===== config.mk =====
export PLATFORM = sky130hd
export DESIGN_NAME = arcu_top
export DESIGN_NICKNAME = d
export VERILOG_FILES = /design/src/hw/arcu_pkg.sv /design/src/hw/arcu_fifo.sv /design/src/hw/arcu_top.sv
export SDC_FILE = /design/constraint.sdc
export NUM_CORES = 1
export LEC_CHECK = 0
export ABC_CLOCK_PERIOD_IN_PS = 9400
export BUFFER_PORTS_ARGS = -buffer_cell sky130_fd_sc_hd__buf_2
export CORE_UTILIZATION = 45
export DETAILED_ROUTE_END_ITERATION = 8
export GPL_TIMING_DRIVEN = 0
export SETUP_SLACK_MARGIN = 0.4
export SLEW_MARGIN = 20
export SYNTH_ARGS = -nofsm -noshare
export SYNTH_HDL_FRONTEND = slang
export SYNTH_SLANG_ARGS = --single-unit

===== constraint.sdc =====
create_clock -name REF_CLK -period 9.4 [get_ports REF_CLK]
set_input_delay 0 -clock REF_CLK [delete_from_list [all_inputs] [get_ports REF_CLK]]
set_output_delay 0 -clock REF_CLK [all_outputs]
set_load 0.02 [all_outputs]

===== src/hw/arcu_pkg.sv =====
// Package of constants and carrier types for the result computation unit
package arcu_pkg;
    localparam int RES_W = 12;
    localparam int ACC_W = 18;
    localparam int CNT_W = 8;
    localparam logic [CNT_W-1:0] CNT_SAT = 8'hff;
    localparam logic [ACC_W-1:0] ACC_RST = 18'h00000;
    localparam logic [CNT_W-1:0] CNT_RST = 8'h00;
    localparam int FIFO_DEPTH = 16;
    // Conversion wait inside a burst, in ns; CONV_CYC rounds it up to cycles
    localparam int CONV_NS = 40;
    localparam int CLK_NS = 4;
    localparam int CONV_CYC = (CONV_NS + CLK_NS - 1) / CLK_NS;

    typedef enum logic [2:0] {
        ARCU_BASIC = 3'h0,
        ARCU_ACCUM = 3'h1,
        ARCU_AVG = 3'h2,
        ARCU_BURST = 3'h3,
        ARCU_LPF = 3'h4
    } arcu_mode_e;

    typedef struct packed {
        logic [RES_W-1:0] latest_result;
        logic [RES_W-1:0] previous_result;
    } arcu_sample_s;

    typedef struct packed {
        logic [ACC_W-1:0] accumulator_value;
        logic [ACC_W-1:0] filter_output;
        logic [CNT_W-1:0] sample_count;
        logic accumulator_overflow;
        logic test_due;
    } arcu_result_s;
endpackage : arcu_pkg


===== src/hw/arcu_fifo.sv =====
// Parameterised valid/ready FIFO in front of the computation unit
`timescale 1ns/100ps
module arcu_fifo #(
    parameter int WIDTH = 24,
    parameter int DEPTH = 16
) (
    input wire logic clk,
    input wire logic rst,
    input wire logic in_valid,
    output logic in_ready,
    input wire logic [WIDTH-1:0] in_data,
    output logic out_valid,
    input wire logic out_ready,
    output logic [WIDTH-1:0] out_data
);
    localparam int AW = $clog2(DEPTH);
    typedef struct packed {
        logic [AW:0] wr;
        logic [AW:0] rd;
    } arcu_fifo_s;
    arcu_fifo_s st, next_st;
    logic [WIDTH-1:0] mem [DEPTH];
    logic full;
    logic empty;
    logic push;
    logic pop;

    assign full = (st.wr[AW] != st.rd[AW]) && (st.wr[AW-1:0] == st.rd[AW-1:0]);
    assign empty = st.wr == st.rd;
    assign in_ready = !full;
    assign out_valid = !empty;
    assign push = in_valid && !full;
    assign pop = out_ready && !empty;
    assign out_data = mem[st.rd[AW-1:0]];

    always_comb begin
        next_st = st;
        if (push) begin
            next_st.wr = st.wr + 1'b1;
        end
        if (pop) begin
            next_st.rd = st.rd + 1'b1;
        end
    end

    always_ff @(posedge clk or posedge rst) begin
        if (rst) begin
            st <= '0;
        end else begin
            st <= next_st;
        end
    end

    always_ff @(posedge clk) begin
        if (push) begin
            mem[st.wr[AW-1:0]] <= in_data;
        end
    end
endmodule : arcu_fifo


===== src/hw/arcu_top.sv =====
// Post-conversion computation unit: accumulate, average, burst and low-pass
//
// Function
// - Compute mode 0..4 selects basic, accumulate, average, burst average, low-pass.
// - Basic mode converts singles or pairs; done flag after every conversion.
// - A cycle is one conversion, or two with double sampling on.
// - Accumulate mode adds result, increments counter, sets done flag each time.
// - Sample counter increments per cycle in modes 1..4 but holds at 0xff.
// - Average mode tests threshold only once counter reaches repeat target.
// - Average mode: trigger after a test clears accumulator and counter first.
// - Average mode needs a fresh set of samples for every test.
// - Burst: clear on trigger, retrigger while counter below target, test at end.
// - Burst ends with counter equal to repeat target at the threshold flag.
// - Low-pass: accumulator becomes sample plus accumulator minus shifted accumulator.
// - Low-pass: after target reached, every trigger filters and tests again.
// - Filter output takes shifted accumulator after each accumulation.
// - Clear request empties accumulator, overflow and counter, then self-clears.
// - Accumulator is 18 bits; overflow flag set past 262143.
`timescale 1ns/100ps
module arcu_top #(
    parameter int DEPTH = arcu_pkg::FIFO_DEPTH
) (
    input wire logic REF_CLK,
    input wire logic RESET,
    input wire logic [2:0] COMPUTE_MODE_SELECT,
    input wire logic DOUBLE_SAMPLE_ENABLE,
    input wire logic [arcu_pkg::CNT_W-1:0] REPEAT_TARGET,
    input wire logic [2:0] SHIFT_AMOUNT,
    input wire logic ACCUMULATOR_CLEAR_SET,
    input wire logic TRIGGER,
    input wire logic RESULT_VALID,
    output logic RESULT_READY,
    input wire logic [arcu_pkg::RES_W-1:0] LATEST_RESULT,
    output logic CONVERT_START,
    output logic CONVERSION_DONE_FLAG,
    output logic TEST_STROBE,
    output logic THRESHOLD_HIT_FLAG,
    input wire logic THRESHOLD_MET,
    output logic ACCUMULATOR_CLEAR,
    output logic [arcu_pkg::ACC_W-1:0] ACCUMULATOR_VALUE,
    output logic [arcu_pkg::ACC_W-1:0] FILTER_OUTPUT,
    output logic [arcu_pkg::CNT_W-1:0] SAMPLE_COUNTER,
    output logic ACCUMULATOR_OVERFLOW
);
    import arcu_pkg::*;

    // ==========================================================
    // Types and state
    typedef enum logic [1:0] {
        ARCU_IDLE,
        ARCU_BURSTING,
        ARCU_WAIT
    } arcu_burst_e;

    typedef struct packed {
        arcu_burst_e burst;
        logic [7:0] wait_cnt;
        logic [RES_W-1:0] previous_result;
        logic phase;
        logic clear_pending;
        logic tested;
        logic start;
        logic done;
        logic test;
        logic hit;
        arcu_result_s res;
    } arcu_state_s;

    arcu_state_s st, next_st;
    arcu_mode_e mode;
    logic [RES_W-1:0] fifo_data;
    logic fifo_valid;
    logic take;
    logic [ACC_W:0] sum;
    logic [ACC_W:0] base;
    logic [ACC_W:0] sample_term;
    logic cycle_end;
    logic clear_acc;
    logic trig;
    logic in_trig_sync1;
    logic in_trig_sync2;
    logic in_trig_prev;

    function automatic logic [ACC_W-1:0] shr(input logic [ACC_W-1:0] v, input logic [2:0] s);
        shr = v >> s;
    endfunction : shr

    // ==========================================================
    // Result buffer
    arcu_fifo #(.WIDTH(RES_W), .DEPTH(DEPTH)) u_fifo (
        .clk(REF_CLK),
        .rst(RESET),
        .in_valid(RESULT_VALID),
        .in_ready(RESULT_READY),
        .in_data(LATEST_RESULT),
        .out_valid(fifo_valid),
        .out_ready(1'b1),
        .out_data(fifo_data)
    );

    // ==========================================================
    // Trigger pin synchroniser and edge detect
    always_ff @(posedge REF_CLK or posedge RESET) begin
        if (RESET) begin
            in_trig_sync1 <= 1'b0;
            in_trig_sync2 <= 1'b0;
            in_trig_prev <= 1'b0;
        end else begin
            in_trig_sync1 <= TRIGGER;
            in_trig_sync2 <= in_trig_sync1;
            in_trig_prev <= in_trig_sync2;
        end
    end
    assign trig = in_trig_sync2 && !in_trig_prev;

    // ==========================================================
    // Computation
    assign mode = arcu_mode_e'(COMPUTE_MODE_SELECT);
    assign take = fifo_valid;
    assign cycle_end = take && (!DOUBLE_SAMPLE_ENABLE || st.phase);

    always_comb begin
        next_st = st;
        next_st.start = 1'b0;
        next_st.done = 1'b0;
        next_st.test = 1'b0;
        sum = '0;
        base = '0;
        sample_term = '0;
        clear_acc = 1'b0;
        // Trigger-time clears
        if (trig) begin
            if (mode == ARCU_AVG && st.tested) begin
                clear_acc = 1'b1;
            end
            if (mode == ARCU_BURST) begin
                clear_acc = 1'b1;
                next_st.burst = ARCU_BURSTING;
            end
            next_st.start = 1'b1;
            next_st.tested = 1'b0;
        end
        if (clear_acc) begin
            next_st.res.accumulator_value = ACC_RST;
            next_st.res.sample_count = CNT_RST;
            next_st.res.accumulator_overflow = 1'b0;
        end
        if (take) begin
            next_st.previous_result = fifo_data;
            next_st.done = 1'b1;
            next_st.phase = DOUBLE_SAMPLE_ENABLE ? !st.phase : 1'b0;
        end
        if (cycle_end) begin
            if (DOUBLE_SAMPLE_ENABLE) begin
                sample_term = (ACC_W+1)'(fifo_data) - (ACC_W+1)'(st.previous_result);
            end else begin
                sample_term = (ACC_W+1)'(fifo_data);
            end
            base = {1'b0, next_st.res.accumulator_value};
            if (mode == ARCU_LPF) begin
                base = base - {1'b0, shr(next_st.res.accumulator_value, SHIFT_AMOUNT)};
            end
            sum = base + sample_term;
            // Unused codes behave as basic: no accumulation
            if (mode inside {ARCU_ACCUM, ARCU_AVG, ARCU_BURST, ARCU_LPF}) begin
                next_st.res.accumulator_value = sum[ACC_W-1:0];
                next_st.res.filter_output = shr(sum[ACC_W-1:0], SHIFT_AMOUNT);
                if (sum[ACC_W] && !sample_term[ACC_W]) begin
                    next_st.res.accumulator_overflow = 1'b1;
                end
                if (next_st.res.sample_count != CNT_SAT) begin
                    next_st.res.sample_count = next_st.res.sample_count + 1'b1;
                end
            end
            unique case (mode)
                ARCU_BASIC, ARCU_ACCUM: next_st.test = 1'b1;
                ARCU_AVG, ARCU_LPF: begin
                    next_st.test = next_st.res.sample_count >= REPEAT_TARGET;
                end
                ARCU_BURST: next_st.test = next_st.res.sample_count >= REPEAT_TARGET;
                default: next_st.test = 1'b1;
            endcase
            if (mode == ARCU_AVG && next_st.test) begin
                next_st.tested = 1'b1;
            end
            if (mode == ARCU_BURST && st.burst != ARCU_IDLE) begin
                if (next_st.res.sample_count < REPEAT_TARGET) begin
                    next_st.burst = ARCU_WAIT;
                    next_st.wait_cnt = 8'(CONV_CYC);
                end else begin
                    next_st.burst = ARCU_IDLE;
                end
            end
        end
        // Second conversion of a pair and burst retriggers
        if (take && DOUBLE_SAMPLE_ENABLE && !st.phase) begin
            next_st.start = 1'b1;
        end
        if (st.burst == ARCU_WAIT && !cycle_end) begin
            if (st.wait_cnt == 8'h00) begin
                next_st.start = 1'b1;
                next_st.burst = ARCU_BURSTING;
            end else begin
                next_st.wait_cnt = st.wait_cnt - 1'b1;
            end
        end
        next_st.res.test_due = next_st.test;
        next_st.hit = next_st.test && (THRESHOLD_MET || next_st.res.accumulator_overflow);
        // Software clear request, applied one cycle later
        if (st.clear_pending) begin
            next_st.res.accumulator_value = ACC_RST;
            next_st.res.sample_count = CNT_RST;
            next_st.res.accumulator_overflow = 1'b0;
            next_st.clear_pending = 1'b0;
        end
        if (ACCUMULATOR_CLEAR_SET) begin
            next_st.clear_pending = 1'b1;
        end
    end

    always_ff @(posedge REF_CLK or posedge RESET) begin
        if (RESET) begin
            st <= '{burst: ARCU_IDLE, default: '0};
        end else begin
            st <= next_st;
        end
    end

    // ==========================================================
    // Outputs
    assign CONVERT_START = st.start;
    assign CONVERSION_DONE_FLAG = st.done;
    assign TEST_STROBE = st.test;
    assign THRESHOLD_HIT_FLAG = st.hit;
    assign ACCUMULATOR_CLEAR = st.clear_pending;
    assign ACCUMULATOR_VALUE = st.res.accumulator_value;
    assign FILTER_OUTPUT = st.res.filter_output;
    assign SAMPLE_COUNTER = st.res.sample_count;
    assign ACCUMULATOR_OVERFLOW = st.res.accumulator_overflow;
endmodule : arcu_top


=== After elaboration in Yosys (flattened, before gate mapping) ===
Memory sizes are Yosys's and may differ from the RTL's.
Cells that the tools add are included.

* Bits of input ports: 33
* Flip-flop bits (word level): 87
* Output and inout port bits: 51
* Memories kept: 1
* Logic and storage cells: 106
* Bits in writable memories: 192

{| class="wikitable"
|+ Memory list
! memory !! depth !! width !! read ports !! clocked after memory_dff !! write ports !! line !! text
|-
| u_fifo.mem || 16 || 12 || 1 || 0 || 1 || arcu_fifo.sv:22 || <nowiki>logic [WIDTH-1:0] mem [DEPTH];</nowiki>
|}

* Mux-type cells: 39
* Shift operators: 2
* Equality and inequality tests: 10
* Add/sub/neg operators: 7
* Reduce and logical (&&, ||, !) cells: 26
* Magnitude comparators: 2

{| class="wikitable"
|+ Operators with widths
! kind !! number
|-
| 2-to-1 mux 45 bit || 3
|-
| 2-to-1 mux 19 bit || 4
|-
| 2-to-1 mux 18 bit || 2
|-
| right shift 18 x 3 -> 18 bit || 2
|-
| 2-to-1 mux 10 bit || 3
|-
| 2-to-1 mux 8 bit || 3
|-
| adder 19 bit || 1
|-
| subtractor 18 x 18 -> 19 bit || 1
|-
| 2-to-1 mux 9 bit || 2
|-
| 2-to-1 mux 1 bit || 17
|-
| subtractor 12 x 12 -> 13 bit || 1
|-
| logical AND 1 bit || 12
|-
| adder 5 x 1 -> 5 bit, second input constant || 2
|-
| 2-to-1 mux 2 bit || 5
|-
| adder 8 x 1 -> 8 bit, second input constant || 1
|-
| >= comparator 8 bit || 1
|-
| zero test 8 bit || 1
|-
| less-than comparator 8 bit || 1
|-
| != test 8 bit, second input constant || 1
|-
| subtractor 8 x 1 -> 8 bit, second input constant || 1
|-
| zero test 1 bit || 7
|-
| == test 3 x 2 -> 1 bit, second input constant || 2
|-
| == test 5 bit || 1
|-
| == test 4 bit || 1
|-
| other kinds (10) || 11
|}

=== Depth between registers and ports, before layout ===
Gate-level depths: netlist of the first run.

* Word-level depth: 21
* Mapped depth: 30
* Gate-level depth less buffers: 27

=== Cells and area by module ===
From an unflattened synthesis of the first run, not the netlist that was laid out.

* Cell total of the unflattened synthesis: 1,394
* Area, all modules: 15,937.8 um^2

{| class="wikitable"
|+ Modules (own cells, without submodules)
! module !! area an instance (um^2) !! sequential area each (um^2) !! times used !! cells each
|-
| arcu_fifo || 8,016.4 || 6,015.8 || 1 || 377
|-
| arcu_top || 7,921.3 || 1,926.8 || 1 || 1,017
|}

=== Worst setup path after synthesis of the first run ===
OpenSTA, ideal clock, no wires.

* Path type: flip-flop to flip-flop
* From: reg u_fifo.st[0] in the netlist's numbering
* To: reg st (netlist bit FILTER_OUTPUT[6])
* Path buffers: 3
* Slack: 3.075 ns
* Stages on the path, launching flop included: 27
* Period minus slack after synthesis: 6.325 ns
* Data required time: 9.274 ns
* Arrival: 6.199 ns
* Library setup time: 0.126 ns
* Cell sequence: dfrtp_1 -> clkbuf_1 -> buf_1 -> mux4_2 -> mux2_2 -> o21ai_0 -> ha_1 -> inv_1 -> fa_1 -> a21o_1 -> a21oi_1 -> o211ai_1 -> a31o_2 -> a21oi_1 -> nor2b_1 -> o21a_1 -> nor2_1 -> ha_1 -> clkbuf_1 -> nand2b_1 -> a21oi_1 -> a2111oi_0 -> a31oi_1 -> a21o_1 -> a311o_1 -> nor2b_1 -> a221o_1

* Longest elaborated chain between the ends: 8
* Elaborated cells on any way between the ends: 13
* Classes of those cells: 2 x add/sub; 2 x eq/ne; 1 x shift; 4 x mux; 3 x reduce/logical; 1 x memory

{| class="wikitable"
|+ Ends and longest elaborated chain
! what !! line !! text
|-
| from (decl) || arcu_fifo.sv:21 || <nowiki>arcu_fifo_s st, next_st;</nowiki>
|-
| from (signal assigned) || arcu_fifo.sv:50 || <nowiki>st <= next_st;</nowiki>
|-
| memory (16 x 12 bit) || n/a ||
|-
| subtractor 12 x 12 -> 13 bit || arcu_top.sv:155 || <nowiki>sample_term = (ACC_W+1)'(fifo_data) - (ACC_W+1)'(st.previous_result);</nowiki>
|-
| 2-to-1 mux 19 bit || arcu_top.sv:154 || <nowiki>if (DOUBLE_SAMPLE_ENABLE) begin</nowiki>
|-
| 2-to-1 mux 19 bit || arcu_top.sv:153 || <nowiki>if (cycle_end) begin</nowiki>
|-
| adder 19 bit || arcu_top.sv:163 || <nowiki>sum = base + sample_term;</nowiki>
|-
| right shift 18 x 3 -> 18 bit || arcu_top.sv:85 || <nowiki>shr = v >> s;</nowiki>
|-
| 2-to-1 mux 45 bit || arcu_top.sv:165 || <nowiki>if (mode inside {ARCU_ACCUM, ARCU_AVG, ARCU_BURST, ARCU_LPF}) begin</nowiki>
|-
| 2-to-1 mux 45 bit || arcu_top.sv:153 ||
|-
| to (signal assigned) || arcu_top.sv:225 || <nowiki>st <= next_st;</nowiki>
|-
| to (decl) || arcu_top.sv:69 || <nowiki>arcu_state_s st, next_st;</nowiki>
|}

Parallel ways exist; a longest one is shown, timed or not. The select of a mux whose other input is x is not followed.
A chain may end at the register's enable or synchronous reset.

=== Worst setup path after layout of the first run ===
* From: reg u_fifo.st[0] in the netlist's numbering
* To: reg st (netlist bit FILTER_OUTPUT[10])

Same word-level chain as after synthesis.

==> impl_summary.txt, run 1 <==
----------------------------------------------------
[Status]
  Run status ... finished, final reports clean

[Setup path]
  Max Fanout on Critical Path ... 10
  Critical path required time ... 9.92 ns
  Category of the critical setup timing path ... reg2reg
  Worst setup startpoint ... u_fifo.st[0]
  Launch point of the worst reg-to-reg path ... u_fifo.st[0]
  Category of the worst setup path launch point ... flop
  Sort of element at the end of the critical path ... flop
  CP arrival ... between 8 and 9 ns

[Die]
  Cell Rows ... a little under 70
  Width of the die ... approximately 190 um
  Core Footprint ... between 0.03 and 0.04 mm2
  Initial cell density of the core ... between 40% and 50%
  Die H ... 189 um
  DIE AREA ... approximately 0.036 mm2
  Top Ports ... 84

[Synthesis]
  Cells taking the most area after synthesis ... sky130_fd_sc_hd__edfxtp_1 (37%), sky130_fd_sc_hd__dfrtp_1 (14%), sky130_fd_sc_hd__mux4_2 (9.5%), sky130_fd_sc_hd__ha_1 (5.0%), sky130_fd_sc_hd__nand2_1 (3.3%)
  Post-Synth Simple-Gate Area ... between 10% and 20%
  Post-synthesis compound-gate area fraction ... between 10% and 20%
  Syn Nets ... 1,460
  Xor and xnor area share after synthesis ... under 10%
  Syn_area_per_cell ... 11.6 um2
  Post-Synthesis Cell Area ... 0.0157 mm2
  Most instantiated flip-flop cell in the synthesis netlist ... sky130_fd_sc_hd__edfxtp_1
  Multiplexer fraction of the synthesized cell area ... about 12%
  Number of flops mapped to enable cells by yosys ... approximately 190
  Largest area contributor in the netlist ... sky130_fd_sc_hd__edfxtp_1
  Main combinational cell family by area after synthesis ... multiplexers
  Sequential cell area fraction in the yosys report ... between 50% and 60%
  Library cells used by synthesis ... 80
  Area share of the largest cell type after synthesis ... a little over a third
  Synth Instances ... between 1k and 1.5k
  Number of flip-flops and latches in the synthesized netlist ... about 280
  Adder-cell share of the synthesized area ... 5.39%
  Post-synthesis async set-or-reset flop share ... between 30% and 40%
  Number of warnings reported in the yosys synthesis log ... 0

[CTS]
  Master cell of the clock root buffer ... sky130_fd_sc_hd__clkbuf_16
  Clk_lat worst skew ... 0.60 ns
  Count of instances resized after the clock tree is built ... 0
  Hold buffer count at CTS ... 24
  Clk pin slew, worst setup/hold paths ... roughly 0.07 ns
  Post-CTS Setup Bufs ... 0
  CTS tree ... yes
  Number of sinks driven by the clock tree ... between 200 and 300
  Number of buffers created by CTS ... 30
  Max Buffers Root-to-Sink ... 3
  H-tree levels ... 1

[Global route]
  Number of antenna violations at the first check in global routing ... 0
  Remaining global-route overflow ... 0
  Global routing usage summed across all routing layers ... between 20% and 30%
  Wire length of the first global-routing pass ... 62,900 um
  Largest net degree at the start of global routing ... 62
  Vias in the first global route ... ~11k

[Detailed routing]
  Via/cell ratio ... between 5 and 6
  Wire length after detailed routing ... 40,700 um
  Residual DRC count ... 0
  Antenna Nets Post-Route ... 0
  Wire length per cell after detailed routing ... approximately 20 um
  Iteration-0 DRC count of the detailed router ... between 700 and 800
  Via count of the routed design ... between 10k and 15k
  DR pass1 iterations ... 5

[STA]
  Unrepaired setup endpoints after global routing ... no
  Share of the clock period used by the worst path ... between 80% and 90%
  Count of pins over their slew limit ... 0
  Worst clock skew ... roughly 0.02 ns
  Setup TNS ... 0 ns
  Worst Tran Pin Value ... around 1.2 ns
  Worst max-slew margin expressed relative to the limit ... around 17%
  Final hold vios ... 0
  Peak Freq ... between 0.1 and 0.15 GHz
  Final critical delay including setup and external delays ... between 8 and 9 ns
  Setup-violating endpoint count in the final report ... 0

[Placement]
  Last weighted congestion value of the routability-driven placer ... slightly above 0.9
  Placed wire-length estimate after detailed placement ... between 20,000 and 30,000 um
  Port Buf Inserts ... ~80

[Job]
  Maximum capacitance violations ... 0

[Finish]
  Syn-to-layout area delta ... 15.3%
  Fill cells ... a little over 3k
  Top library cells by usage in the layout, fill and taps aside ... sky130_fd_sc_hd__edfxtp_1 (192), sky130_fd_sc_hd__nand2_1 (139), sky130_fd_sc_hd__nor2_1 (98)
  Most frequent standard cell in the layout excluding fill and tap cells ... sky130_fd_sc_hd__edfxtp_1
  Final nets ... roughly 1.6k
  Antenna diode count ... 0
  Ratio of cells with drive above 1 in the final layout ... about a fifth

[Hold path]
  Class of the tightest hold or removal check ... in2reg
  HP Start ... SHIFT_AMOUNT[1]

----------------------------------------------------
-- final timing paths --
kind	slack (ns)	cells after the start	end
max	1.21	26	FILTER_OUTPUT[10]
max in group asynchronous	8.27	5	FILTER_OUTPUT[10]
min	0.04	5	FILTER_OUTPUT[7]
min in group asynchronous	0.51	4	CONVERSION_DONE_FLAG
min reg2reg	0.35	0	in_trig_sync2
max reg2reg	1.21	26	FILTER_OUTPUT[10]
-- cells by family after synthesis --
family	after synthesis
DFF	279
xor gates and xnor gates	60
buffers and inverters	176
muxes	105
and+or+nand+nor	387
AOI/OAI and AO/OA	288
adders and majority gates	66
-- synth_stat cells, drive strengths merged, types with 9 or more instances --
cell,number
a21o,23
xnor2,41
inv,63
nor3,31
o211ai,12
edfxtp,192
a21oi,74
ha,63
clkbuf,46
dfrtp,87
nor2,102
nor2b,15
mux4,66
nand3,32
nand2b,10
and2,21
buf,66
o21ai,93
nand2,139
a22oi,9
xor2,19
o21a,11
mux2,17
mux2i,22
-- through the flow --
stage | utilization [%] | setup WS (ns) | instance area [um2] | std cells | hold slack, ns
floorplan | - | 3.07 | 15700 | 1361 | 0.0314
global placement | 48.5 | 1.39 | 16700 | 1897 | 0.109
detailed placement | 49.0 | 1.29 | 16900 | 1911 | -0.00379
CTS | 52.6 | 1.24 | 18100 | 1991 | 0.0324
global route | 52.6 | 0.608 | 18100 | 1991 | 0.0697
finish | 52.6 | 1.21 | 18100 | 1991 | 0.0418
-- state kept, by name, indices dropped and copies added, names as in the netlist --
signal and count:
CONVERT_START 1, TEST_STROBE 1, ACCUMULATOR_CLEAR 1, FILTER_OUTPUT 18, in_trig_sync1 1, SAMPLE_COUNTER 8, in_trig_prev 1, st 24
in_trig_sync2 1, CONVERSION_DONE_FLAG 1, THRESHOLD_HIT_FLAG 1, ACCUMULATOR_OVERFLOW 1, u_fifo.st 10, u_fifo.mem 192, ACCUMULATOR_VALUE 18
-- area by class of cell --
cell class | instances | area (um2) | share of cell area, %
multi-input combinational | 906 | 6920 | 38.1
timing repair buffer | 119 | 783 | 4.32
clock buffer | 34 | 766 | 4.22
clock inverter | 22 | 253 | 1.39
buffer | 112 | 662 | 3.65
sequential | 279 | 7940 | 43.8
tap | 455 | 569 | 3.14
inverter | 64 | 245 | 1.35
-- critical path, stage by stage, from the launching register on --
cell	delay, ns
sky130_fd_sc_hd__dfrtp_1	0.35
sky130_fd_sc_hd__clkbuf_1	0.30
sky130_fd_sc_hd__buf_1	0.68
sky130_fd_sc_hd__mux4_2	0.60
sky130_fd_sc_hd__mux2_2	0.27
sky130_fd_sc_hd__o21ai_0	0.43
sky130_fd_sc_hd__ha_1	0.25
sky130_fd_sc_hd__inv_1	0.06
sky130_fd_sc_hd__fa_1	0.40
sky130_fd_sc_hd__a21o_1	0.17
sky130_fd_sc_hd__a21oi_1	0.26
sky130_fd_sc_hd__o211ai_1	0.17
sky130_fd_sc_hd__a31o_2	0.26
sky130_fd_sc_hd__a21oi_1	0.22
sky130_fd_sc_hd__nor2b_1	0.12
sky130_fd_sc_hd__o21a_1	0.18
sky130_fd_sc_hd__nor2_1	0.48
sky130_fd_sc_hd__ha_1	0.35
sky130_fd_sc_hd__buf_6	0.15
sky130_fd_sc_hd__a211oi_1	0.20
sky130_fd_sc_hd__nand3_1	0.14
sky130_fd_sc_hd__a31oi_1	0.30
sky130_fd_sc_hd__nand2_1	0.09
sky130_fd_sc_hd__o311ai_1	0.99
sky130_fd_sc_hd__mux4_2	0.46
sky130_fd_sc_hd__nand3_1	0.12
sky130_fd_sc_hd__nand2_1	0.11
-- layer usage --
layer / track usage, % / routed length (um) / vias up
met2: 39.3 / 19800 / 303
met4: 7.23 / 1270 / 0
met3: 3.39 / 1810 / 74
li1: - / - / 5290
met5: 0 / 0 / -
met1: 30.7 / 17800 / 5458
Power of run 1 is not shown: default switching activity piles up to over one toggle a cycle in this logic, so the estimate is an artifact.
==> run 2: changes to the inputs <==
--- a/config.mk
+++ b/config.mk
@@ -7,9 +7,10 @@
 export LEC_CHECK = 0
 export ABC_CLOCK_PERIOD_IN_PS = 9400
 export BUFFER_PORTS_ARGS = -buffer_cell sky130_fd_sc_hd__buf_2
-export CORE_UTILIZATION = 45
+export CORE_UTILIZATION = 35
 export DETAILED_ROUTE_END_ITERATION = 8
 export GPL_TIMING_DRIVEN = 0
+export REMOVE_ABC_BUFFERS = 1
 export SETUP_SLACK_MARGIN = 0.4
 export SLEW_MARGIN = 20
 export SYNTH_ARGS = -nofsm -noshare
==> impl_summary.txt, run 2 (synthesis gave the netlist of run 1 again) <==
----------------------------------------------------
[Hold path]
  Class of the tightest hold or removal check ... in2reg
  Endpoint of the worst hold-timing path ... in_trig_sync1
  HP Start ... TRIGGER
  Worst Hold Path Cells ... 2

[STA]
  Setup-violating endpoint count in the final report ... 0
  Count of pins over their slew limit ... 0
  Final critical delay including setup and external delays ... between 7 and 8 ns
  Worst clock skew ... roughly 0.029 ns
  Unrepaired setup endpoints after global routing ... no
  Worst Tran Pin Value ... around 1.0 ns
  Peak Freq ... around 0.14 GHz
  Share of the clock period used by the worst path ... 77.4%
  Setup TNS ... 0 ns
  Worst max-slew margin expressed relative to the limit ... a little under a third
  Final hold vios ... 0

[Die]
  Die H ... 214 um
  Top Ports ... 84
  Width of the die ... ~210 um
  Cell Rows ... between 70 and 80
  Initial cell density of the core ... 35.6%
  Core Footprint ... about 0.044 mm2
  DIE AREA ... 0.0458 mm2

[Finish]
  Flip-flop count of the largest register, all copies and words added ... around 190
  Syn-to-layout area delta ... 12.7%
  Ratio of cells with drive above 1 in the final layout ... approximately a fifth
  Final cell utilization of the core ... around 40%
  Top library cells by usage in the layout, fill and taps aside ... sky130_fd_sc_hd__edfxtp_1 (192), sky130_fd_sc_hd__nand2_1 (138), sky130_fd_sc_hd__nor2_1 (98)
  Most frequent standard cell in the layout excluding fill and tap cells ... sky130_fd_sc_hd__edfxtp_1
  Final nets ... between 1.5k and 2k

[CTS]
  Number of sinks driven by the clock tree ... 279
  Count of instances resized after the clock tree is built ... 0
  Clk_lat worst skew ... slightly below 0.6 ns
  Post-CTS Setup Bufs ... 0
  CTS tree ... yes
  H-tree levels ... 1
  Number of buffers created by CTS ... 30
  Clk pin slew, worst setup/hold paths ... approximately 0.060 ns
  Master cell of the clock root buffer ... sky130_fd_sc_hd__clkbuf_16
  Max Buffers Root-to-Sink ... 3

[Global route]
  Global routing usage summed across all routing layers ... around 16%
  Remaining global-route overflow ... 0
  Wire length of the first global-routing pass ... 57,800 um
  Vias in the first global route ... 10.4k
  Largest net degree at the start of global routing ... 64
  Number of antenna violations at the first check in global routing ... 1

[Detailed routing]
  Antenna Nets Post-Route ... 0
  Wire length after detailed routing ... 36,400 um
  Residual DRC count ... 0
  Via count of the routed design ... about 11k
  DR pass1 iterations ... 5
  Wire length per cell after detailed routing ... approximately 18 um
  Iteration-0 DRC count of the detailed router ... between 800 and 900
  Via/cell ratio ... between 5 and 6

[Setup path]
  Launch point of the worst reg-to-reg path ... u_fifo.st[0]
  Category of the critical setup timing path ... reg2reg
  Setup slack, reg-to-reg ... between 2 and 2.5 ns
  CP arrival ... about 8 ns
  Number of cells traversed by the worst register-to-register path ... 23
  Max Fanout on Critical Path ... 20
  Worst r2r dst ... FILTER_OUTPUT[14]
  Sort of element at the end of the critical path ... flop
  Category of the worst setup path launch point ... flop
  Critical path required time ... 9.90 ns

[Job]
  Maximum capacitance violations ... 0

[Placement]
  Last weighted congestion value of the routability-driven placer ... 0.901
  Port Buf Inserts ... 83
  Placed wire-length estimate after detailed placement ... approximately 26,000 um

[Status]
  Run status ... finished, final reports clean

----------------------------------------------------
run 2: changes by cell type in the layout (fill, tap and decap cells not counted), sizes merged:
cell / change
bufinv: -2
dlygate4sd3: -1
diode: +1
clkbuf: -38
inv: -1
buf: -60
clkinv: -5
run 2: timing repair:
item                       4_1_cts  5_1_grt
setup endpoints to repair        0        0
hold buffers                    23        0
hold endpoints to repair       292        0
run 2: area by class of cell:
cell class | instances | area, um2
clock buffers | 42 | 876
repair buffers | 124 | 841
inverters | 64 | 245
fillers | 4211 | 26500
well taps | 592 | 741
multi-input cells | 906 | 6920
clock inverters | 14 | 148
flip-flops and latches | 279 | 7950
diodes | 1 | 2.50
run 2: worst max path at each step:
stage | startpoint | end | depth (start not counted)
2_1_floorplan | u_fifo.st[0] | FILTER_OUTPUT[14] | 23
3_3_place_gp | u_fifo.st[0] | FILTER_OUTPUT[14] | 23
3_5_place_dp | u_fifo.st[0] | FILTER_OUTPUT[14] | 23
4_1_cts | u_fifo.st[0] | FILTER_OUTPUT[14] | 23
5_1_grt | u_fifo.st[0] | FILTER_OUTPUT[14] | 23
6_report | u_fifo.st[0] | FILTER_OUTPUT[14] | 23
run 2: critical path: stages (launching register included):
cell and delay (ns):
sky130_fd_sc_hd__dfrtp_4 0.71, sky130_fd_sc_hd__mux4_2 0.58, sky130_fd_sc_hd__mux2_2 0.27, sky130_fd_sc_hd__o21ai_0 0.54
sky130_fd_sc_hd__ha_1 0.26, sky130_fd_sc_hd__inv_1 0.06, sky130_fd_sc_hd__fa_1 0.40, sky130_fd_sc_hd__a21o_1 0.17
sky130_fd_sc_hd__a21oi_1 0.28, sky130_fd_sc_hd__o211ai_1 0.19, sky130_fd_sc_hd__a31o_2 0.26, sky130_fd_sc_hd__a21oi_1 0.21
sky130_fd_sc_hd__nor2b_1 0.12, sky130_fd_sc_hd__o21a_1 0.18, sky130_fd_sc_hd__nor2_1 0.38, sky130_fd_sc_hd__ha_1 0.43
sky130_fd_sc_hd__a211oi_1 0.24, sky130_fd_sc_hd__nand3_1 0.13, sky130_fd_sc_hd__a31oi_1 0.30, sky130_fd_sc_hd__nand2_1 0.09
sky130_fd_sc_hd__o311ai_1 0.73, sky130_fd_sc_hd__mux4_2 0.41, sky130_fd_sc_hd__nand3_1 0.10, sky130_fd_sc_hd__nand2_1 0.12
run 2: per-layer routing:
layer	share of wire [%]	wire, um	vias up	track usage (%)
met5	0	0	-	0
met4	2.2	792	0	4.58
met3	4.2	1520	51	1.89
met2	48	17600	242	26.7
met1	45	16500	5157	21.5
li1	-	-	5068	-
run 2: per-stage QoR:
stage | area (um2) | cells | worst slack [ns] | hold WS (ns)
final | 17700 | 2022 | 2.12 | 0.0822
after global routing | 17700 | 2022 | 1.60 | 0.0676
after CTS | 17700 | 2021 | 2.09 | 0.0593
after detailed placement | 16500 | 1942 | 2.15 | -0.0158
after global placement | 16200 | 1924 | -0.0369 | 0.110
after floorplan | 15100 | 1249 | 1.98 | 0.0314
Power of run 2 is left out for the same reason.
==> run 3: changes to the inputs <==
--- a/config.mk
+++ b/config.mk
@@ -5,7 +5,8 @@
 export SDC_FILE = /design/constraint.sdc
 export NUM_CORES = 1
 export LEC_CHECK = 0
-export ABC_CLOCK_PERIOD_IN_PS = 9400
+export ABC_AREA = 1
+export ABC_CLOCK_PERIOD_IN_PS = 7000
 export BUFFER_PORTS_ARGS = -buffer_cell sky130_fd_sc_hd__buf_2
 export CORE_UTILIZATION = 35
 export DETAILED_ROUTE_END_ITERATION = 8
==> constraint.sdc (replaced) <==
create_clock -name REF_CLK -period 7 [get_ports REF_CLK]
set_input_delay 0 -clock REF_CLK [delete_from_list [all_inputs] [get_ports REF_CLK]]
set_output_delay 0 -clock REF_CLK [all_outputs]
set_load 0.02 [all_outputs]
==> impl_summary.txt, run 3 <==
----------------------------------------------------
[Status]
  Run status ... finished, final reports clean

[Detailed routing]
  Via count of the routed design ... around 13k
  Iteration-0 DRC count of the detailed router ... ~960
  Wire length after detailed routing ... between 40,000 and 50,000 um
  Wire length per cell after detailed routing ... approximately 16 um
  DR pass1 iterations ... 5
  Antenna Nets Post-Route ... 0
  Residual DRC count ... 0
  Via/cell ratio ... about 5.1

[Die]
  DIE AREA ... roughly 0.047 mm2
  Die H ... between 200 and 250 um
  Initial cell density of the core ... ~36%
  Width of the die ... approximately 220 um
  Cell Rows ... between 70 and 80
  Core Footprint ... roughly 0.046 mm2
  Top Ports ... 84

[STA]
  Setup TNS ... 0 ns
  Worst Tran Pin Value ... roughly 0.91 ns
  Share of the clock period used by the worst path ... 83.1%
  Setup-violating endpoint count in the final report ... 0
  Peak Freq ... roughly 0.17 GHz
  Final hold vios ... 0
  Worst Hold Margin ... about 0.062 ns
  Worst clock skew ... around 0.023 ns
  Final critical delay including setup and external delays ... between 5 and 6 ns
  Count of pins over their slew limit ... 0
  Worst max-slew margin expressed relative to the limit ... 39.5%
  Unrepaired setup endpoints after global routing ... no

[Setup path]
  Worst r2r dst ... FILTER_OUTPUT[13]
  Category of the worst setup path launch point ... flop
  Slowest library cell on the worst path ... sky130_fd_sc_hd__dfrtp_4
  Category of the critical setup timing path ... reg2reg
  Setup slack, reg-to-reg ... between 1 and 1.5 ns
  CP most frequent cell ... sky130_fd_sc_hd__nand3_1
  Launch point of the worst reg-to-reg path ... u_fifo.st[0]
  Critical path required time ... 7.46 ns
  Number of cells traversed by the worst register-to-register path ... 27
  Max Fanout on Critical Path ... 52
  Maximum single-stage delay on the critical path ... ~0.85 ns
  CP arrival ... between 6 and 7 ns
  Sort of element at the end of the critical path ... flop

[Finish]
  Final cell utilization of the core ... roughly two fifths
  Most frequent standard cell in the layout excluding fill and tap cells ... sky130_fd_sc_hd__nand2_1
  Final nets ... roughly 2k
  Flip-flop and latch area ... between 0.007 and 0.008 mm2
  Combined area of the multi-input logic cells ... between 0.006 and 0.007 mm2
  Syn-to-layout area delta ... 11.1%
  Ratio of cells with drive above 1 in the final layout ... 10.3%
  Fill cells ... 4,494
  Antenna diode count ... 0
  Top library cells by usage in the layout, fill and taps aside ... sky130_fd_sc_hd__nand2_1 (417), sky130_fd_sc_hd__edfxtp_1 (192), sky130_fd_sc_hd__inv_1 (182)
  Flip-flop count of the largest register, all copies and words added ... 192

[CTS]
  Post-CTS Setup Bufs ... 0
  Clk pin slew, worst setup/hold paths ... 0.06 ns
  H-tree levels ... 1
  Number of sinks driven by the clock tree ... ~280
  Max Buffers Root-to-Sink ... 3
  CTS tree ... yes
  Master cell of the clock root buffer ... sky130_fd_sc_hd__clkbuf_16
  Number of buffers created by CTS ... 29
  Clk_lat worst skew ... between 0.5 and 0.6 ns

[Synthesis]
  Cells taking the most area after synthesis ... sky130_fd_sc_hd__edfxtp_1 (36%), sky130_fd_sc_hd__dfrtp_1 (13%), sky130_fd_sc_hd__nand2_1 (9.6%), sky130_fd_sc_hd__nand3_1 (4.9%), sky130_fd_sc_hd__ha_1 (4.9%)
  Syn_area_per_cell ... just under 9 um2
  Cell with the most instances after synthesis ... sky130_fd_sc_hd__nand2_1
  Library cells used by synthesis ... 50
  Post-Synthesis Cell Area ... ~0.016 mm2
  Area share of the largest cell type after synthesis ... between 30% and 40%
  Number of warnings reported in the yosys synthesis log ... 0
  Largest area contributor in the netlist ... sky130_fd_sc_hd__edfxtp_1
  Most instantiated flip-flop cell in the synthesis netlist ... sky130_fd_sc_hd__edfxtp_1
  Number of flops mapped to enable cells by yosys ... between 150 and 200
  Post-synthesis async set-or-reset flop share ... approximately 31%
  Synth Instances ... about 1.9k
  Number of flip-flops and latches in the synthesized netlist ... between 200 and 300
  Sequential cell area fraction in the yosys report ... between 40% and 50%
  Leading post-synthesis cells by instance count ... sky130_fd_sc_hd__nand2_1 (417), sky130_fd_sc_hd__edfxtp_1 (192), sky130_fd_sc_hd__inv_1 (184), sky130_fd_sc_hd__nor2_1 (180), sky130_fd_sc_hd__nand3_1 (159)

[Hold path]
  Class of the tightest hold or removal check ... in2reg
  Worst Hold Path Cells ... 2
  HP Start ... TRIGGER
  Endpoint of the worst hold-timing path ... in_trig_sync1

[Job]
  Maximum capacitance violations ... 0

[Global route]
  Wire length of the first global-routing pass ... between 60,000 and 70,000 um
  Global routing usage summed across all routing layers ... around 17%
  Number of antenna violations at the first check in global routing ... 0
  Vias in the first global route ... about 12k
  Remaining global-route overflow ... 0
  Largest net degree at the start of global routing ... between 70 and 80

[Pwr]
  Ratio of total power to cell area ... slightly above 500 mW/mm2
  Maximum vdd ir drop ... about 240 uV
  Cell leakage power ... 7.96 nW

[Placement]
  Port Buf Inserts ... between 80 and 90
  Placed wire-length estimate after detailed placement ... between 20,000 and 30,000 um
  Last weighted congestion value of the routability-driven placer ... 0.915

----------------------------------------------------
-- run 3: cell count changes in the layout (fill, tap and decap cells not counted), moves of 19 or more --
cell	before	now
sky130_fd_sc_hd__o32ai_1	0	24
sky130_fd_sc_hd__nor2_1	98	164
sky130_fd_sc_hd__nor3_1	30	8
sky130_fd_sc_hd__mux4_2	66	0
sky130_fd_sc_hd__a21o_1	22	3
sky130_fd_sc_hd__inv_1	62	182
sky130_fd_sc_hd__nand3_1	32	159
sky130_fd_sc_hd__nand2_1	138	417
sky130_fd_sc_hd__o21ai_0	86	142
sky130_fd_sc_hd__xnor2_1	41	11
-- run 3: layout make-up --
cell class | count | share of cell area [%]
repair buffers | 113 | 4.41
flip-flops and latches | 279 | 44.1
multi-input cells | 1276 | 38.2
well taps | 600 | 4.16
clock inverters | 14 | 0.680
clock buffers | 36 | 4.22
inverters | 200 | 4.23
-- run 3: through the flow --
stage	power (W)	cells	instance area (um2)	setup WS, ns
2_1_floorplan	0.00631	1755	15500	0.139
3_3_place_gp	0.00770	2438	16700	-3.31
3_5_place_dp	0.00779	2445	16900	1.26
4_1_cts	0.00930	2518	18000	1.22
5_1_grt	0.0102	2518	18000	0.592
6_report	0.00928	2518	18000	1.19
-- run 3: what timing repair did --
action                                 in CTS  in global routing
hold buffers                               23                  0
setup endpoints to repair                   0                  0
endpoints found under the hold margin     290                  0
resized for setup                           0                  0
-- run 3: cell families (layout without fill, tap and decap cells) --
logic type	Yosys count	in the layout	share of synthesized area [%]
muxes	21	21	1.30
adders and majority gates	66	66	5.23
xor gates and xnor gates	40	40	2.16
buffers and inverters	318	363	8.91
DFF	279	279	48.9
and+or+nand+nor	822	822	21.7
AOI/OAI and AO/OA	327	327	11.8
-- run 3: layer usage --
metal	part of all wire (%)	routed length [um]	vias to the layer above	GRT usage, %
met3	5.2	2130	56	2.53
met4	1.8	750	0	3.94
met1	46	18900	6051	23.6
met2	47	19000	326	28.4
met5	0	0	-	0
li1	-	-	6373	-
-- run 3: critical path: cells and delay by family, from the launching register on --
family	cells	cell delay [ns]
adders and majority gates	2	0.79
AOI/OAI and AO/OA	7	1.34
DFF	1	0.85
buffers and inverters	5	0.90
and+or+nand+nor	13	1.75
-- run 3: power breakdown --
| group | switching (W) | leakage [nW] | internal (W) |
|---|---|---|---|
| Clock | 0.000658 | 0.429 | 0.000812 |
| Combinational | 0.00361 | 4.71 | 0.00182 |
| Sequential | 0.000274 | 2.82 | 0.00210 |
| Total | 0.00454 | 7.96 | 0.00473 |
-- run 3: how the worst max path moves through the flow --
| stage | from | to | slack [ns] | cells past startpoint |
|---|---|---|---|---|
| 2_1_floorplan | u_fifo.st[0] | FILTER_OUTPUT[9] | 0.14 | 25 |
| 3_3_place_gp | u_fifo.st[0] | FILTER_OUTPUT[11] | -3.31 | 25 |
| 3_5_place_dp | u_fifo.st[0] | FILTER_OUTPUT[11] | 1.26 | 27 |
| 4_1_cts | u_fifo.st[0] | FILTER_OUTPUT[11] | 1.22 | 27 |
| 5_1_grt | u_fifo.st[0] | FILTER_OUTPUT[13] | 0.59 | 27 |
| 6_report | u_fifo.st[0] | FILTER_OUTPUT[13] | 1.19 | 27 |
Power figures use the tool's default switching activity.
